$ cat src/common/ccd_pkg.sv
/*
  Shared constants, state type and helper function for the clock channel
  divider block. Assumes an 8-bit register port with a 10-bit address.
*/
package ccd_pkg;

  // Geometry
  localparam int CCD_NUM_CH = 4;
  localparam int CCD_ADDR_W = 10;
  localparam int CCD_DATA_W = 8;
  localparam int CCD_CNT_W = 4;

  // Register offsets, one entry per channel for period, phase and duty
  localparam logic [9:0] CCD_PER_OFF [CCD_NUM_CH] = '{10'h190, 10'h193, 10'h196, 10'h199};
  localparam logic [9:0] CCD_PHS_OFF [CCD_NUM_CH] = '{10'h191, 10'h194, 10'h197, 10'h19a};
  localparam logic [9:0] CCD_DUTY_OFF [CCD_NUM_CH] = '{10'h192, 10'h195, 10'h198, 10'h19b};
  localparam logic [9:0] CCD_SYNC_CTRL_OFF = 10'h19c;
  localparam logic [9:0] CCD_STATUS_OFF = 10'h19d;

  // Field positions
  localparam int CCD_LOW_LSB = 4;
  localparam int CCD_HIGH_LSB = 0;
  localparam int CCD_BYPASS_BIT = 7;
  localparam int CCD_BEGIN_LVL_BIT = 4;
  localparam int CCD_DELAY_LSB = 0;
  localparam int CCD_DUTY_OFF_BIT = 0;
  localparam int CCD_IGN_SYNC_BIT = 1;
  localparam int CCD_SOFT_SYNC_BIT = 0;
  localparam int CCD_STAT_SYNC_BIT = 4;

  // Reset values
  localparam logic [7:0] CCD_PER_RST = 8'h00;
  localparam logic [7:0] CCD_PHS_RST = 8'h00;
  localparam logic [7:0] CCD_DUTY_RST = 8'h00;
  localparam logic [7:0] CCD_SYNC_CTRL_RST = 8'h00;

  // Timing: flops in each pin synchroniser
  localparam int CCD_SYNC_STAGES = 2;
  // Weight of the begin level bit in the delay code
  localparam logic [4:0] CCD_BEGIN_WEIGHT = 5'h10;

  typedef enum logic [1:0] {
    CCD_HOLD = 2'b00,
    CCD_WAIT = 2'b01,
    CCD_HIGH = 2'b11,
    CCD_LOW = 2'b10
  } ccd_state_t;

  // Rising edges to wait before the first output transition
  function automatic logic [CCD_CNT_W-1:0] ccd_wait_cycles(input logic [4:0] code);
    logic [4:0] rest;
    rest = (code >= CCD_BEGIN_WEIGHT) ? (code - CCD_BEGIN_WEIGHT) : code;
    return rest[CCD_CNT_W-1:0];
  endfunction : ccd_wait_cycles

endpackage : ccd_pkg

$ cat src/ccd_sync2.sv
/*
  Two-flop synchroniser for a group of asynchronous pin levels.
  Assumes the pins change slower than the system clock.
*/
`timescale 1ns/1ps
module ccd_sync2 #(
  parameter int W = 1,
  parameter logic [W-1:0] RST_VAL = '0
) (
  // Clock and reset
  input wire logic i_clk,
  input wire logic i_reset_n,
  // Pins in, levels out
  input wire logic [W-1:0] i_d,
  output logic [W-1:0] o_q
);

  logic [W-1:0] meta_r;

  if (W < 1)
  begin : g_bad_width
    $error("ccd_sync2: W must be at least 1");
  end

  // First stage feeds only the second
  always_ff @(posedge i_clk or negedge i_reset_n)
  begin
    if (!i_reset_n)
    begin
      meta_r <= RST_VAL;
      o_q <= RST_VAL;
    end
    else
    begin
      meta_r <= i_d;
      o_q <= meta_r;
    end
  end

endmodule : ccd_sync2

$ cat src/ccd_edge.sv
/*
  Edge finder on a synchronised divider input clock level.
  Assumes the level is already clean and at most half the system rate.
*/
`timescale 1ns/1ps
module ccd_edge (
  // Clock and reset
  input wire logic i_clk,
  input wire logic i_reset_n,
  // Synchronised level
  input wire logic i_lvl,
  // One-cycle edge pulses
  output logic o_rise,
  output logic o_fall
);

  logic prev_r;

  always_ff @(posedge i_clk or negedge i_reset_n)
  begin
    if (!i_reset_n)
      prev_r <= 1'b0;
    else
      prev_r <= i_lvl;
  end

  assign o_rise = i_lvl & ~prev_r;
  assign o_fall = ~i_lvl & prev_r;

endmodule : ccd_edge

$ cat src/ccd_divider_top.sv
/*
  Four clock channel dividers with register port, sync hold and coarse delay.
  Assumes the divider input clock pin runs below a quarter of I_SYS_CLK, and
  that the sync pin and register port follow the documented handshakes.
*/
`timescale 1ns/1ps
module ccd_divider_top #(
  parameter int NUM_CH = ccd_pkg::CCD_NUM_CH,
  parameter int CNT_W = ccd_pkg::CCD_CNT_W
) (
  // Clock and reset
  input wire logic I_SYS_CLK,
  input wire logic I_RESET_N,
  // Register port
  input wire logic [ccd_pkg::CCD_ADDR_W-1:0] I_ADDR,
  input wire logic [ccd_pkg::CCD_DATA_W-1:0] I_WDATA,
  input wire logic I_WR,
  input wire logic I_RD,
  output logic [ccd_pkg::CCD_DATA_W-1:0] O_RDATA,
  // Divider input clock and sync pin
  input wire logic I_CLK_IN,
  input wire logic I_SYNC_N,
  // Channel outputs
  output logic [ccd_pkg::CCD_NUM_CH-1:0] O_DIV_CLK,
  output logic O_SYNC_BUSY
);

  import ccd_pkg::*;

  // Offset table and field slices are fixed, so other sizes are refused
  if ((NUM_CH != CCD_NUM_CH) || (CNT_W != CCD_CNT_W))
  begin : g_bad_cfg
    $error("ccd_divider_top: NUM_CH and CNT_W must match the package geometry");
  end

  // Register storage
  logic [7:0] per_r [CCD_NUM_CH];
  logic [7:0] phs_r [CCD_NUM_CH];
  logic [7:0] duty_r [CCD_NUM_CH];
  logic [7:0] sync_ctrl_r;
  logic [7:0] rdata_r;
  logic [7:0] rdata_nxt;
  logic pwr_sync_r;
  logic sync_busy_r;

  // Address decode
  logic [CCD_NUM_CH-1:0] hit_per;
  logic [CCD_NUM_CH-1:0] hit_phs;
  logic [CCD_NUM_CH-1:0] hit_duty;
  logic hit_sync_ctrl;
  logic hit_status;
  logic hit_any;

  // Pin side
  logic clk_in_s;
  logic sync_n_s;
  logic in_rise;
  logic in_fall;
  logic sync_act;

  // Per-channel results
  logic [CCD_NUM_CH-1:0] div_out;
  logic [CCD_NUM_CH-1:0] running;
  logic [7:0] status_word;

  genvar gi;
  generate
    for (gi = 0; gi < CCD_NUM_CH; gi++)
    begin : g_dec
      assign hit_per[gi] = (I_ADDR == CCD_PER_OFF[gi]);
      assign hit_phs[gi] = (I_ADDR == CCD_PHS_OFF[gi]);
      assign hit_duty[gi] = (I_ADDR == CCD_DUTY_OFF[gi]);
    end
  endgenerate

  assign hit_sync_ctrl = (I_ADDR == CCD_SYNC_CTRL_OFF);
  assign hit_status = (I_ADDR == CCD_STATUS_OFF);
  assign hit_any = (|hit_per) | (|hit_phs) | (|hit_duty) | hit_sync_ctrl | hit_status;

  // Register writes; unmapped writes are dropped
  always_ff @(posedge I_SYS_CLK or negedge I_RESET_N)
  begin
    if (!I_RESET_N)
    begin
      for (int i = 0; i < CCD_NUM_CH; i++)
      begin
        per_r[i] <= CCD_PER_RST;
        phs_r[i] <= CCD_PHS_RST;
        duty_r[i] <= CCD_DUTY_RST;
      end
      sync_ctrl_r <= CCD_SYNC_CTRL_RST;
    end
    else if (I_WR)
    begin
      for (int i = 0; i < CCD_NUM_CH; i++)
      begin
        if (hit_per[i])
          per_r[i] <= I_WDATA;
        if (hit_phs[i])
          phs_r[i] <= I_WDATA;
        if (hit_duty[i])
          duty_r[i] <= I_WDATA;
      end
      if (hit_sync_ctrl)
        sync_ctrl_r <= I_WDATA;
    end
  end

  // Read mux; unmapped reads return zero
  assign status_word = {3'b000, sync_act, running};

  always_comb
  begin
    rdata_nxt = 8'h00;
    for (int i = 0; i < CCD_NUM_CH; i++)
    begin
      if (hit_per[i])
        rdata_nxt = per_r[i];
      if (hit_phs[i])
        rdata_nxt = phs_r[i];
      if (hit_duty[i])
        rdata_nxt = duty_r[i];
    end
    if (hit_sync_ctrl)
      rdata_nxt = sync_ctrl_r;
    if (hit_status)
      rdata_nxt = status_word;
  end

  // Data stands only in the cycle after the read strobe
  always_ff @(posedge I_SYS_CLK or negedge I_RESET_N)
  begin
    if (!I_RESET_N)
      rdata_r <= 8'h00;
    else if (I_RD && hit_any)
      rdata_r <= rdata_nxt;
    else
      rdata_r <= 8'h00;
  end

  assign O_RDATA = rdata_r;

  // Pin synchronisers; sync pin idles high
  ccd_sync2 #(
    .W(2),
    .RST_VAL(2'b10)
  ) u_pin_sync (
    .i_clk(I_SYS_CLK),
    .i_reset_n(I_RESET_N),
    .i_d({I_SYNC_N, I_CLK_IN}),
    .o_q({sync_n_s, clk_in_s})
  );

  ccd_edge u_in_edge (
    .i_clk(I_SYS_CLK),
    .i_reset_n(I_RESET_N),
    .i_lvl(clk_in_s),
    .o_rise(in_rise),
    .o_fall(in_fall)
  );

  // One-cycle power-up sync so every channel starts from its preset
  always_ff @(posedge I_SYS_CLK or negedge I_RESET_N)
  begin
    if (!I_RESET_N)
    begin
      pwr_sync_r <= 1'b1;
      sync_busy_r <= 1'b1;
    end
    else
    begin
      pwr_sync_r <= 1'b0;
      sync_busy_r <= sync_act;
    end
  end

  assign sync_act = ~sync_n_s | sync_ctrl_r[CCD_SOFT_SYNC_BIT];
  assign O_SYNC_BUSY = sync_busy_r;
  assign O_DIV_CLK = div_out;

  generate
    for (gi = 0; gi < CCD_NUM_CH; gi++)
    begin : g_ch
      // Settings in use; only reloaded while the channel is held
      logic [7:0] act_per_r;
      logic [7:0] act_phs_r;
      logic [7:0] act_duty_r;
      ccd_state_t st_r;
      ccd_state_t st_nxt;
      logic [CNT_W-1:0] cnt_r;
      logic [CNT_W-1:0] cnt_nxt;
      logic out_r;
      logic out_nxt;
      logic pend_r;
      logic pend_nxt;

      logic hold_req;
      logic [CNT_W-1:0] m_cnt;
      logic [CNT_W-1:0] n_cnt;
      logic act_byp;
      logic act_begin;
      logic half_step;
      logic [4:0] live_code;
      logic [CNT_W-1:0] live_wait;
      logic cnt_zero;

      // Excluded channels only take the power-up sync
      assign hold_req = pwr_sync_r | (sync_act & ~duty_r[gi][CCD_IGN_SYNC_BIT]);
      assign m_cnt = act_per_r[CCD_LOW_LSB +: CNT_W];
      assign n_cnt = act_per_r[CCD_HIGH_LSB +: CNT_W];
      assign act_byp = act_phs_r[CCD_BYPASS_BIT];
      assign act_begin = act_phs_r[CCD_BEGIN_LVL_BIT];
      // Correction only for the odd M=N+1 setting; even M=N is already 50%
      assign half_step = ~act_duty_r[CCD_DUTY_OFF_BIT]
                         & ({1'b0, m_cnt} == ({1'b0, n_cnt} + 5'h01));
      assign live_code = {phs_r[gi][CCD_BEGIN_LVL_BIT],
                          phs_r[gi][CCD_DELAY_LSB +: CNT_W]};
      assign live_wait = ccd_wait_cycles(live_code);
      assign cnt_zero = (cnt_r == '0);

      always_comb
      begin
        st_nxt = st_r;
        cnt_nxt = cnt_r;
        out_nxt = out_r;
        pend_nxt = pend_r;
        if (hold_req)
        begin
          // Static preset; delay count armed from the new code
          st_nxt = CCD_HOLD;
          out_nxt = phs_r[gi][CCD_BEGIN_LVL_BIT];
          cnt_nxt = live_wait;
          pend_nxt = 1'b0;
        end
        else if (act_byp)
        begin
          // Counter idle; output copies the input level
          st_nxt = CCD_WAIT;
          out_nxt = clk_in_s;
          pend_nxt = 1'b0;
        end
        else
        begin
          case (st_r)
            CCD_HOLD:
            begin
              st_nxt = CCD_WAIT;
            end
            CCD_WAIT:
            begin
              if (in_rise)
              begin
                if (!cnt_zero)
                  cnt_nxt = cnt_r - 1'b1;
                else if (act_begin)
                begin
                  // Begin-high adds a full low period: code-16+M+1
                  st_nxt = CCD_LOW;
                  out_nxt = 1'b0;
                  cnt_nxt = m_cnt;
                end
                else
                begin
                  st_nxt = CCD_HIGH;
                  out_nxt = 1'b1;
                  cnt_nxt = n_cnt;
                end
              end
            end
            CCD_HIGH:
            begin
              if (pend_r && in_fall)
              begin
                st_nxt = CCD_LOW;
                out_nxt = 1'b0;
                cnt_nxt = m_cnt;
                pend_nxt = 1'b0;
              end
              else if (in_rise && !pend_r)
              begin
                if (!cnt_zero)
                  cnt_nxt = cnt_r - 1'b1;
                else if (half_step)
                  pend_nxt = 1'b1;
                else
                begin
                  st_nxt = CCD_LOW;
                  out_nxt = 1'b0;
                  cnt_nxt = m_cnt;
                end
              end
            end
            CCD_LOW:
            begin
              if (in_rise)
              begin
                if (!cnt_zero)
                  cnt_nxt = cnt_r - 1'b1;
                else
                begin
                  st_nxt = CCD_HIGH;
                  out_nxt = 1'b1;
                  cnt_nxt = n_cnt;
                end
              end
            end
            default:
            begin
              st_nxt = CCD_HOLD;
              out_nxt = 1'b0;
            end
          endcase
        end
      end

      // Settings latch during hold so a running period is never cut short
      always_ff @(posedge I_SYS_CLK or negedge I_RESET_N)
      begin
        if (!I_RESET_N)
        begin
          act_per_r <= CCD_PER_RST;
          act_phs_r <= CCD_PHS_RST;
          act_duty_r <= CCD_DUTY_RST;
        end
        else if (hold_req)
        begin
          act_per_r <= per_r[gi];
          act_phs_r <= phs_r[gi];
          act_duty_r <= duty_r[gi];
        end
      end

      always_ff @(posedge I_SYS_CLK or negedge I_RESET_N)
      begin
        if (!I_RESET_N)
        begin
          st_r <= CCD_HOLD;
          cnt_r <= '0;
          out_r <= 1'b0;
          pend_r <= 1'b0;
        end
        else
        begin
          st_r <= st_nxt;
          cnt_r <= cnt_nxt;
          out_r <= out_nxt;
          pend_r <= pend_nxt;
        end
      end

      assign div_out[gi] = out_r;
      assign running[gi] = (st_r != CCD_HOLD);
    end
  endgenerate

endmodule : ccd_divider_top

$ cat config.mk
export PLATFORM = sky130hd
export DESIGN_NAME = ccd_divider_top
export DESIGN_NICKNAME = d
export VERILOG_FILES = /design/src/common/ccd_pkg.sv /design/src/ccd_sync2.sv /design/src/ccd_edge.sv /design/src/ccd_divider_top.sv
export SDC_FILE = /design/constraint.sdc
export NUM_CORES = 1
export LEC_CHECK = 0
export ABC_AREA = 1
export BUFFER_PORTS_ARGS = -buffer_cell sky130_fd_sc_hd__buf_4
export CORE_ASPECT_RATIO = 0.6
export CORE_MARGIN = 5
export CORE_UTILIZATION = 40
export DETAILED_ROUTE_END_ITERATION = 6
export SLEW_MARGIN = 20
export SYNTH_ARGS = -nofsm -noshare
export SYNTH_HDL_FRONTEND = slang
export SYNTH_SLANG_ARGS = --single-unit
export TNS_END_PERCENT = 30
$ cat constraint.sdc
create_clock -name I_SYS_CLK -period 2.3 [get_ports I_SYS_CLK]
set_input_delay 0.46 -clock I_SYS_CLK [delete_from_list [all_inputs] [get_ports I_SYS_CLK]]
set_output_delay 0.46 -clock I_SYS_CLK [all_outputs]
set_load 0.01 [all_outputs]
Word-level counts from Yosys, hierarchy flattened --
Index checks and enable logic that the tools add are counted.
Operators by class: order comparisons 4, multiply operators 0, divide/modulo/power cells 0, reductions and logical operators 81, bitwise operators 30, add/sub/neg operators 12, multiplexer cells 191, shifts and indexed selects 0, equality and inequality tests 78
Operators by type and width (count):
- $mux 4 | 48
- $eq 10x9->1 const B | 14
- $mux 8 | 15
- $mux 2 | 40
- $ne 4x4->1 const B | 20
- $ne 5x5->1 const B | 16
- $mux 1 | 76
- $reduce_bool 4->1 | 16
- $pmux 4 s3 | 4
- $pmux 2 s4 | 4
- $reduce_and 8->1 | 4
- $sub 4x1->4 const B | 8
- $reduce_and 7->1 | 4
- $reduce_and 2->1 | 13
- $ne 3x3->1 const B | 8
- $reduce_and 6->1 | 4
- $add 4x1->5 const B | 4
- $eq 4x5->1 | 4
- $ge 5x5->1 const B | 4
- $reduce_bool 5->1 | 4
- $eq 2x2->1 const B | 8
- $logic_not 4->1 | 4
- $reduce_and 4->1 | 4
- $pmux 1 s3 | 4
- 11 further kinds | 66
Word-level totals: memories kept 0, bits in latches 0, memory bits (read-only) 0, memory bits (writable) 0, register bits after elaboration 219

Logic depth before layout (Yosys ltp) --
Gate-level depths: netlist (run 1).
depth in word-level cells 16, mapped depth 16, gate-level depth less buffers 16

Cells and area by module --
Synthesis (run 1) repeated with hierarchy kept, for this count alone.
Unflattened totals: cells, all modules 1328, area total of the unflattened synthesis 10441.3 um^2
Modules (own cells, without submodules):
- ccd_divider_top | times used 1, seq. area each 4757.1 um^2, cells an instance 1319, area each 10298.6 um^2
- ccd_sync2 | times used 1, seq. area each 102.6 um^2, cells an instance 4, area each 102.6 um^2
- ccd_edge | times used 1, seq. area each 25.0 um^2, cells an instance 5, area each 40.0 um^2

Least setup slack after synthesis (run 1) --
No wires, ideal clock.
path type reg-to-reg, from reg g_ch[0].act_per_r[0], to reg g_ch[0].cnt_r[0], setup slack 0.472 ns, path buffers 0, cell stages (with the launch flop) 12, arrival 1.702 ns, clock period less this slack 1.828 ns, library setup time 0.127 ns, cells stage by stage dfrtp_1 > ha_1 > inv_1 > a21oi_1 > o21ai_0 > nor3_1 > nand3_1 > or2_0 > o21ai_2 > nand2_2 > o211ai_1 > o21ai_1
Between the ends: longest elaborated chain between the ends 6, elaborated cells between the ends (all ways) 13, those cells by class 1 x add/sub; 2 x eq/ne; 8 x mux; 1 x bitwise; 1 x reduce/logical
RTL lines:
- from (decl) | line ccd_divider_top.sv:185 | logic [7:0] act_per_r;
- from (signal assigned) | line ccd_divider_top.sv:327 | act_per_r <= per_r[gi];
- parallel branches: the longest is 6 deep, another holds $add 4x1->5
- to (signal assigned) | line ccd_divider_top.sv:345 | cnt_r <= cnt_nxt;
- to (decl) | line ccd_divider_top.sv:190 | logic [CNT_W-1:0] cnt_r;
Parallel ways; which one is timed is not known. The select of a mux whose other input is x is not followed. A chain may end at the register's enable or synchronous reset.

Worst setup path in the final report (run 1) --
Ends and elaborated chain as after synthesis.

==> impl_metrics.env, run 1 <==
export IMPL_grt_max_degree=66
export IMPL_p_int_mw=5.53
export IMPL_start_kind="flop"
export IMPL_maxSlewViolCount=0
export IMPL_drt_iter0_drc=1050
export IMPL_vias_per_cell=5.42
export IMPL_met1_usage_pct=38.6
export IMPL_max_freq_ghz=0.473
export IMPL_hpwl_mm=24.3
export IMPL_use_met3_pct=4.79
export IMPL_timing_critical_path_required_ns=2.63
export IMPL_antenna_cells=0
export IMPL_avgSynthCellArea_um2=7.90
export IMPL_cts_max_path_buffers=2
export IMPL_drive_gt1_share_pct=13.1
export IMPL_die_w_um=220
export IMPL_gp_congestion=0.942
export IMPL_antenna_left=0
export IMPL_comb_power_share_pct=13.4
export IMPL_total_power_mw=7.72
export IMPL_setup_violations=0
export IMPL_report_final_hold_viol_count=0
export IMPL_hp_class="primary input to flop"
export IMPL_gr_total_overflow=0
export IMPL_grt_setup_unrepaired="false"
export IMPL_ys_types=63
export IMPL_syn_nets=1380
export IMPL_clock_latency_ns=0.46
export IMPL_end_kind="flop"
export IMPL_period_share_pct=91.9
export IMPL_num_fill_cells=2702
export IMPL_syn_inst=1340
export IMPL_ioPinCount=37
export IMPL_clkPwrFrac_pct=39.5
export IMPL_ys_ff_latch=195
export IMPL_fin_util_pct=45.2
export IMPL_synth_edf_count=0
export IMPL_tightest_slew_ns=0.695
export IMPL_vias=9452
export IMPL_slowest_delay_ns=0.43
export IMPL_setup_tns_ns=0
export IMPL_timing_final_crit_period_ns=2.11
export IMPL_cts_max_level=4
export IMPL_outcome="finished clean"
export IMPL_synth_area_mm2=0.0106
export IMPL_ys_seq_area_share_pct=46.2
export IMPL_dr_pass1_iters=5
export IMPL_fin_nets=1412
export IMPL_post_cts_buffers=0
export IMPL_yosys_warnings=0
export IMPL_power_per_cell_area_mw_per_mm2=650
export IMPL_use_met2_pct=28.3
export IMPL_io_buffers=36
export IMPL_grt_pass1_vias=8695
export IMPL_wire_per_inst_um=18.5
export IMPL_routed_wl_mm=32.4
export IMPL_grt_usage_pct=22.5
export IMPL_tritoncts="built"
export IMPL_start_util_pct=40.3
export IMPL_path_clk_slew_ns=0.08
export IMPL_power_leakage_nw=5.41
export IMPL_syn2layout_area_growth_pct=12.2
export IMPL_core_mm2=0.0262
export IMPL_worst_ep_arrival_time_ns=2.45
export IMPL_crit_type="flop to flop"
export IMPL_net_switching_power_mw=2.19
export IMPL_drc_errors=0
export IMPL_critical_path_cell_chain="ha_1 > inv_1 > a21oi_1 > o21ai_0 > nor3_1 > nand3_1 > or2_0 > o21ai_2 > nand2_2 > o211ai_1 > o21ai_1"
export IMPL_grt_pass1_wl_mm=51.8
export IMPL_cts_made_buffers=17
export IMPL_p_sw_share_pct=28.4
export IMPL_postPlaceCellArea_mm2=0.0113
export IMPL_top_usage_layer="met1"
export IMPL_synthArstFlopShare_pct=100
export IMPL_die_height_um=136
export IMPL_crit_fanout=8
export IMPL_skew_ns=0.0102
export IMPL_rows=46
export IMPL_postLayoutCellArea_mm2=0.0119
export IMPL_synth_ff_type="dfrtp_1"
export IMPL_vdd_drop_max_uv=387
export IMPL_cts_root_buf="clkbuf_16"
export IMPL_slew_headroom_pct=53.6
export IMPL_slowest_stage="dfrtp_1"
export IMPL_cts_num_sinks=195
export IMPL_antenna_found_initial=0
export IMPL_p_seq_share_pct=47.1
export IMPL_max_cap_violations=0
export IMPL_die_area_mm2=0.0299
==> cell type report <==
cell class                      count  area, µm²  area share (%)
Multi-Input combinational cell    957       4940            41.7
Sequential cell                   195       4880            41.2
Tap cell                          360        450            3.80
Inverter                          146        553            4.66
Timing Repair Buffer               55        447            3.76
Clock inverter                     12        130            1.10
Clock buffer                       20        457            3.85
==> per-stage QoR <==
step	cells	hold slack, ns	setup WS [ns]
2_1_floorplan	1340	0.164	0.472
3_3_place_gp	1712	0.342	0.105
3_5_place_dp	1712	0.340	0.131
4_1_cts	1745	0.0818	0.211
5_1_grt	1745	0.0839	0.0140
6_report	1745	0.109	0.185
==> worst max-delay path, delay by kind of cell, from the launching register on <==
kind                       cells  cell delay [ns]
AOI/OAI and AO/OA              5             0.53
adders and majority gates      1             0.30
buffers and inverters          1             0.05
DFF                            1             0.43
and+or+nand+nor                4             0.70
==> power groups by stage <==
stage | Sequential [mW] | Combinational (mW) | Clock (mW)
after detailed placement | 3.69 | 1.02 | 0
after CTS | 3.63 | 1.03 | 3.11
after global routing | 3.64 | 1.16 | 3.25
after global placement | 3.69 | 1.01 | 0
final | 3.63 | 1.03 | 3.05
after floorplan | 3.66 | 0.668 | 0
==> layer usage <==
| metal | vias up | wire length [µm] |
|---|---|---|
| li1 | 4497 | - |
| met1 | 4575 | 17500 |
| met2 | 357 | 12000 |
| met3 | 23 | 2660 |
| met4 | 0 | 253 |
| met5 | - | 0 |
==> state kept, by name, indices dropped and copies added (netlist names), 4 cells and up <==
name and flops:
g_ch.live_code 20, g_ch.st_r 8, O_RDATA 8, phs_r 12
g_ch.act_per_r 32, g_ch.pend_r 4, sync_ctrl_r 8, g_ch.out_r 4
duty_r 32, g_ch.act_phs_r 8, per_r 32, g_ch.cnt_r 16
g_ch.act_duty_r 4
==> cell usage in the layout (no fill, tap or decap), types with 14 or more instances in the layout <==
master     count
nand4_1       24
o21ai_1       32
nand2_1      372
clkbuf_16     17
a21oi_1       43
nor2_1        66
ha_1          16
buf_4         51
nand2_2       23
inv_2         21
xnor2_1       14
nand3_1       53
o211ai_1      17
o21ai_0      174
dfrtp_1      191
inv_1        123
==> final timing paths <==
check                                            startpoint  slack, ns                               end  cells after the start
max                        g_ch[0].act_per_r[0]$_DFFE_PN0N_       0.19      g_ch[0].cnt_r[0]$_DFFE_PN0P_                     11
min                                                I_SYNC_N       0.11    u_pin_sync.meta_r[1]$_DFF_PN1_                      1
max reg2reg                g_ch[0].act_per_r[0]$_DFFE_PN0N_       0.19      g_ch[0].cnt_r[0]$_DFFE_PN0P_                     11
min reg2reg                  u_pin_sync.meta_r[1]$_DFF_PN1_       0.36       u_pin_sync.o_q[1]$_DFF_PN1_                      0
max in group asynchronous                         I_RESET_N       1.09  g_ch[3].act_per_r[7]$_DFFE_PN0N_                      3
min in group asynchronous                         I_RESET_N       0.49       g_ch[0].st_r[0]$_DFFE_PN0P_                      2
==> cells by family (layout without fill, tap and decap cells) <==
kind of cell / count (synthesis) / count (layout) / share of synthesized area, %
adders and majority gates: 16 / 16 / 1.89
xor gates and xnor gates: 23 / 23 / 1.90
DFF: 195 / 195 / 46.2
other: 1 / 1 / 0.0354
buffers and inverters: 188 / 233 / 7.10
and+or+nand+nor: 593 / 593 / 25.3
AOI/OAI and AO/OA: 324 / 324 / 17.6
==> timing repair <==
item	CTS	global route
hold buffers	1	0
gates resized for setup	0	0
endpoints found under the hold margin	32	0
==> synthesized netlist by cell type, drive strengths merged, types with 2 or more instances <==
cell	number	area, µm²
nand3	55	293
buf	15	96.3
a31oi	11	68.8
ha	16	200
o31ai	5	37.5
a2111oi	2	42.5
inv	146	553
a21oi	47	265
a211oi	5	37.5
nand2	398	1570
nand3b	2	15.0
dfrtp	191	4780
nand4	25	163
nor2	86	442
o2111ai	2	17.5
o21ai	209	1060
o221ai	4	35.0
nor3	15	106
xor2	9	78.8
a221oi	3	26.3
o211ai	18	140
dfstp	4	105
clkbuf	27	101
nor4	2	18.8
o21a	2	15.0
xnor2	14	123
a22oi	2	15.0
o22ai	7	43.8
or2	8	50.1
Power figures use the tool's default switching activity.
==> run 2: changes to the inputs <==
CELL_PAD_IN_SITES_DETAIL_PLACEMENT = 1   (was unset)
CELL_PAD_IN_SITES_GLOBAL_PLACEMENT = 2   (was unset)
CORE_UTILIZATION = 38   (was 40)
PLACE_DENSITY_LB_ADDON = 0.1   (was unset)
==> run 2 against run 1 <==
Effect of this change: clock power down 5%; flip-flop and latch count unchanged; critical path depth unchanged; final cell count up 1.8%; sequential share of layout area is 0.59 points lower; via count is 1.7% higher; sequential power about the same; clock skew about the same; combinational power increased by 11%; routed wire length is 15% higher; global-route usage up 1.5 points; hold slack improved by 0.00097 ns.
==> impl_metrics.env, run 2 (synthesized netlist as in run 1, its figures left out) <==
export IMPL_outcome="finished clean"
export IMPL_core_mm2=0.0275
export IMPL_start_kind="flop"
export IMPL_rr_endpoint="g_ch[0].st_r[0]$_DFFE_PN0P_"
export IMPL_worst_path_buf_inv=1
export IMPL_cts_made_buffers=17
export IMPL_critical_path_cell_chain="ha_1 > inv_1 > a21oi_2 > o21ai_0 > nor3_1 > nand3_1 > or2_1 > o211ai_1 > nand2_2 > o211ai_1 > o21ai_1"
export IMPL_num_fill_cells=3384
export IMPL_hpwl_mm=28.0
export IMPL_gr_total_overflow=0
export IMPL_power_leakage_nw=5.50
export IMPL_antenna_cells=0
export IMPL_placed_cells=1743
export IMPL_report_final_hold_viol_count=0
export IMPL_timing_final_crit_period_ns=2.16
export IMPL_hp_class="primary input to flop"
export IMPL_cts_max_path_buffers=2
export IMPL_layout_commonest_cell="nand2_1"
export IMPL_dr_pass1_iters=7
export IMPL_ff2ff_path_depth=11
export IMPL_tightest_slew_ns=0.755
export IMPL_place_ws_ns=-0.0634
export IMPL_tritoncts="built"
export IMPL_timing_critical_path_required_ns=2.64
export IMPL_drive_gt1_share_pct=14.8
export IMPL_gp_congestion=0.912
export IMPL_cts_root_buf="clkbuf_16"
export IMPL_crit_type="flop to flop"
export IMPL_r2r_start="g_ch[0].act_per_r[0]$_DFFE_PN0N_"
export IMPL_worst_ep_arrival_time_ns=2.50
export IMPL_min_to="u_pin_sync.meta_r[1]$_DFF_PN1_"
export IMPL_slowest_stage="dfrtp_1"
export IMPL_start_util_pct=38.4
export IMPL_grt_setup_unrepaired="true"
export IMPL_min_delay_start="I_SYNC_N"
export IMPL_skew_ns=0.0101
export IMPL_cts_num_sinks=195
export IMPL_postLayoutCellArea_mm2=0.0120
export IMPL_setup_violations=0
export IMPL_power_per_cell_area_mw_per_mm2=638
export IMPL_clock_latency_ns=0.46
export IMPL_io_buffers=36
export IMPL_ff2ff_setup_slack_ns=0.14
export IMPL_top_regs="duty_r: 32 flops, g_ch.act_per_r: 32 flops, per_r: 32 flops"
export IMPL_slew_headroom_pct=49.6
export IMPL_cp_common_cell="o211ai_1"
export IMPL_grt_max_degree=79
export IMPL_slowest_delay_ns=0.42
export IMPL_cts_max_level=4
export IMPL_antenna_found_initial=1
export IMPL_vias_per_cell=5.41
export IMPL_period_share_pct=93.8
export IMPL_total_power_mw=7.68
export IMPL_cp_top_family="simple AND/OR/NAND/NOR gates"
export IMPL_vdd_drop_max_uv=357
export IMPL_die_height_um=139
export IMPL_layout_common_cells="nand2_1 (371), dfrtp_1 (191), o21ai_0 (173), inv_1 (123), buf_4 (76)"
export IMPL_end_kind="flop"
export IMPL_ioPinCount=37
export IMPL_syn2layout_area_growth_pct=13.8
export IMPL_postPlaceCellArea_mm2=0.0115
export IMPL_die_area_mm2=0.0314
export IMPL_wire_per_inst_um=21.0
export IMPL_max_cap_violations=0
export IMPL_grt_pass1_wl_mm=57.8
export IMPL_die_w_um=225
export IMPL_drt_iter0_drc=927
export IMPL_routed_wl_mm=37.3
export IMPL_rows=47
export IMPL_hold_path_depth=1
export IMPL_fin_ws_ns=0.142
export IMPL_path_clk_slew_ns=0.07
export IMPL_grt_pass1_vias=9361
export IMPL_fin_nets=1437
export IMPL_grt_usage_pct=24.1
export IMPL_crit_fanout=5
export IMPL_vias=9610
export IMPL_final_cell_count_no_fill=1777
export IMPL_antenna_left=0
export IMPL_maxSlewViolCount=0
export IMPL_drc_errors=0
export IMPL_max_freq_ghz=0.463
run 2: area by class of cell:
cell class              count  area (µm²)  area share (%)
multi-input cells         957        4960            41.2
flip-flops and latches    195        4880            40.6
repair buffers             80         634            5.27
inverters                 146         553            4.59
clock buffers              22         474            3.94
well taps                 367         459            3.81
clock inverters            10        76.3           0.634
run 2: routing by layer:
layer | wire length, µm | GRT usage, % | part of all wire, %
met5 | 0 | 0 | 0
met4 | 420 | 5.32 | 1.1
met3 | 2130 | 4.27 | 5.7
met2 | 14100 | 30.5 | 38
met1 | 20600 | 41.2 | 55
run 2: worst max-delay path by stage:
| stage | cells past startpoint | to | startpoint | slack, ns |
|---|---|---|---|---|
| finish | 11 | g_ch[0].st_r[0]$_DFFE_PN0P_ | g_ch[0].act_per_r[0]$_DFFE_PN0N_ | 0.14 |
| global route | 11 | g_ch[0].st_r[0]$_DFFE_PN0P_ | g_ch[0].act_per_r[0]$_DFFE_PN0N_ | -0.02 |
| floorplan | 11 | g_ch[0].cnt_r[0]$_DFFE_PN0P_ | g_ch[0].act_per_r[0]$_DFFE_PN0N_ | 0.47 |
| CTS | 11 | g_ch[0].st_r[0]$_DFFE_PN0P_ | g_ch[0].act_per_r[0]$_DFFE_PN0N_ | 0.12 |
| detailed placement | 14 | O_RDATA[4]$_DFF_PN0_ | I_ADDR[5] | -0.06 |
| global placement | 12 | O_RDATA[7]$_DFF_PN0_ | I_ADDR[5] | -0.05 |
run 2: through the flow:
step | hold slack, ns | utilization (%) | setup TNS [ns]
2_1_floorplan | 0.164 | - | 0
3_3_place_gp | 0.340 | 41.6 | -0.153
3_5_place_dp | 0.349 | 41.6 | -0.167
4_1_cts | 0.0835 | 43.7 | 0
5_1_grt | 0.0840 | 43.7 | -0.0271
6_report | 0.110 | 43.7 | 0
run 2: timing repair:
action                                  CTS  global route
gates resized for setup                   0             5
buffers inserted                          0             1
endpoints found under the setup margin    0             8
hold buffers                              1             0
hold endpoints to repair                 37             0
run 2: where the power goes:
| group | leakage [nW] | total (mW) | internal [mW] | switching, mW |
|---|---|---|---|---|
| registers | 2.67 | 3.64 | 3.53 | 0.104 |
| clock network | 0.263 | 2.91 | 1.48 | 1.43 |
| logic | 2.57 | 1.14 | 0.370 | 0.766 |
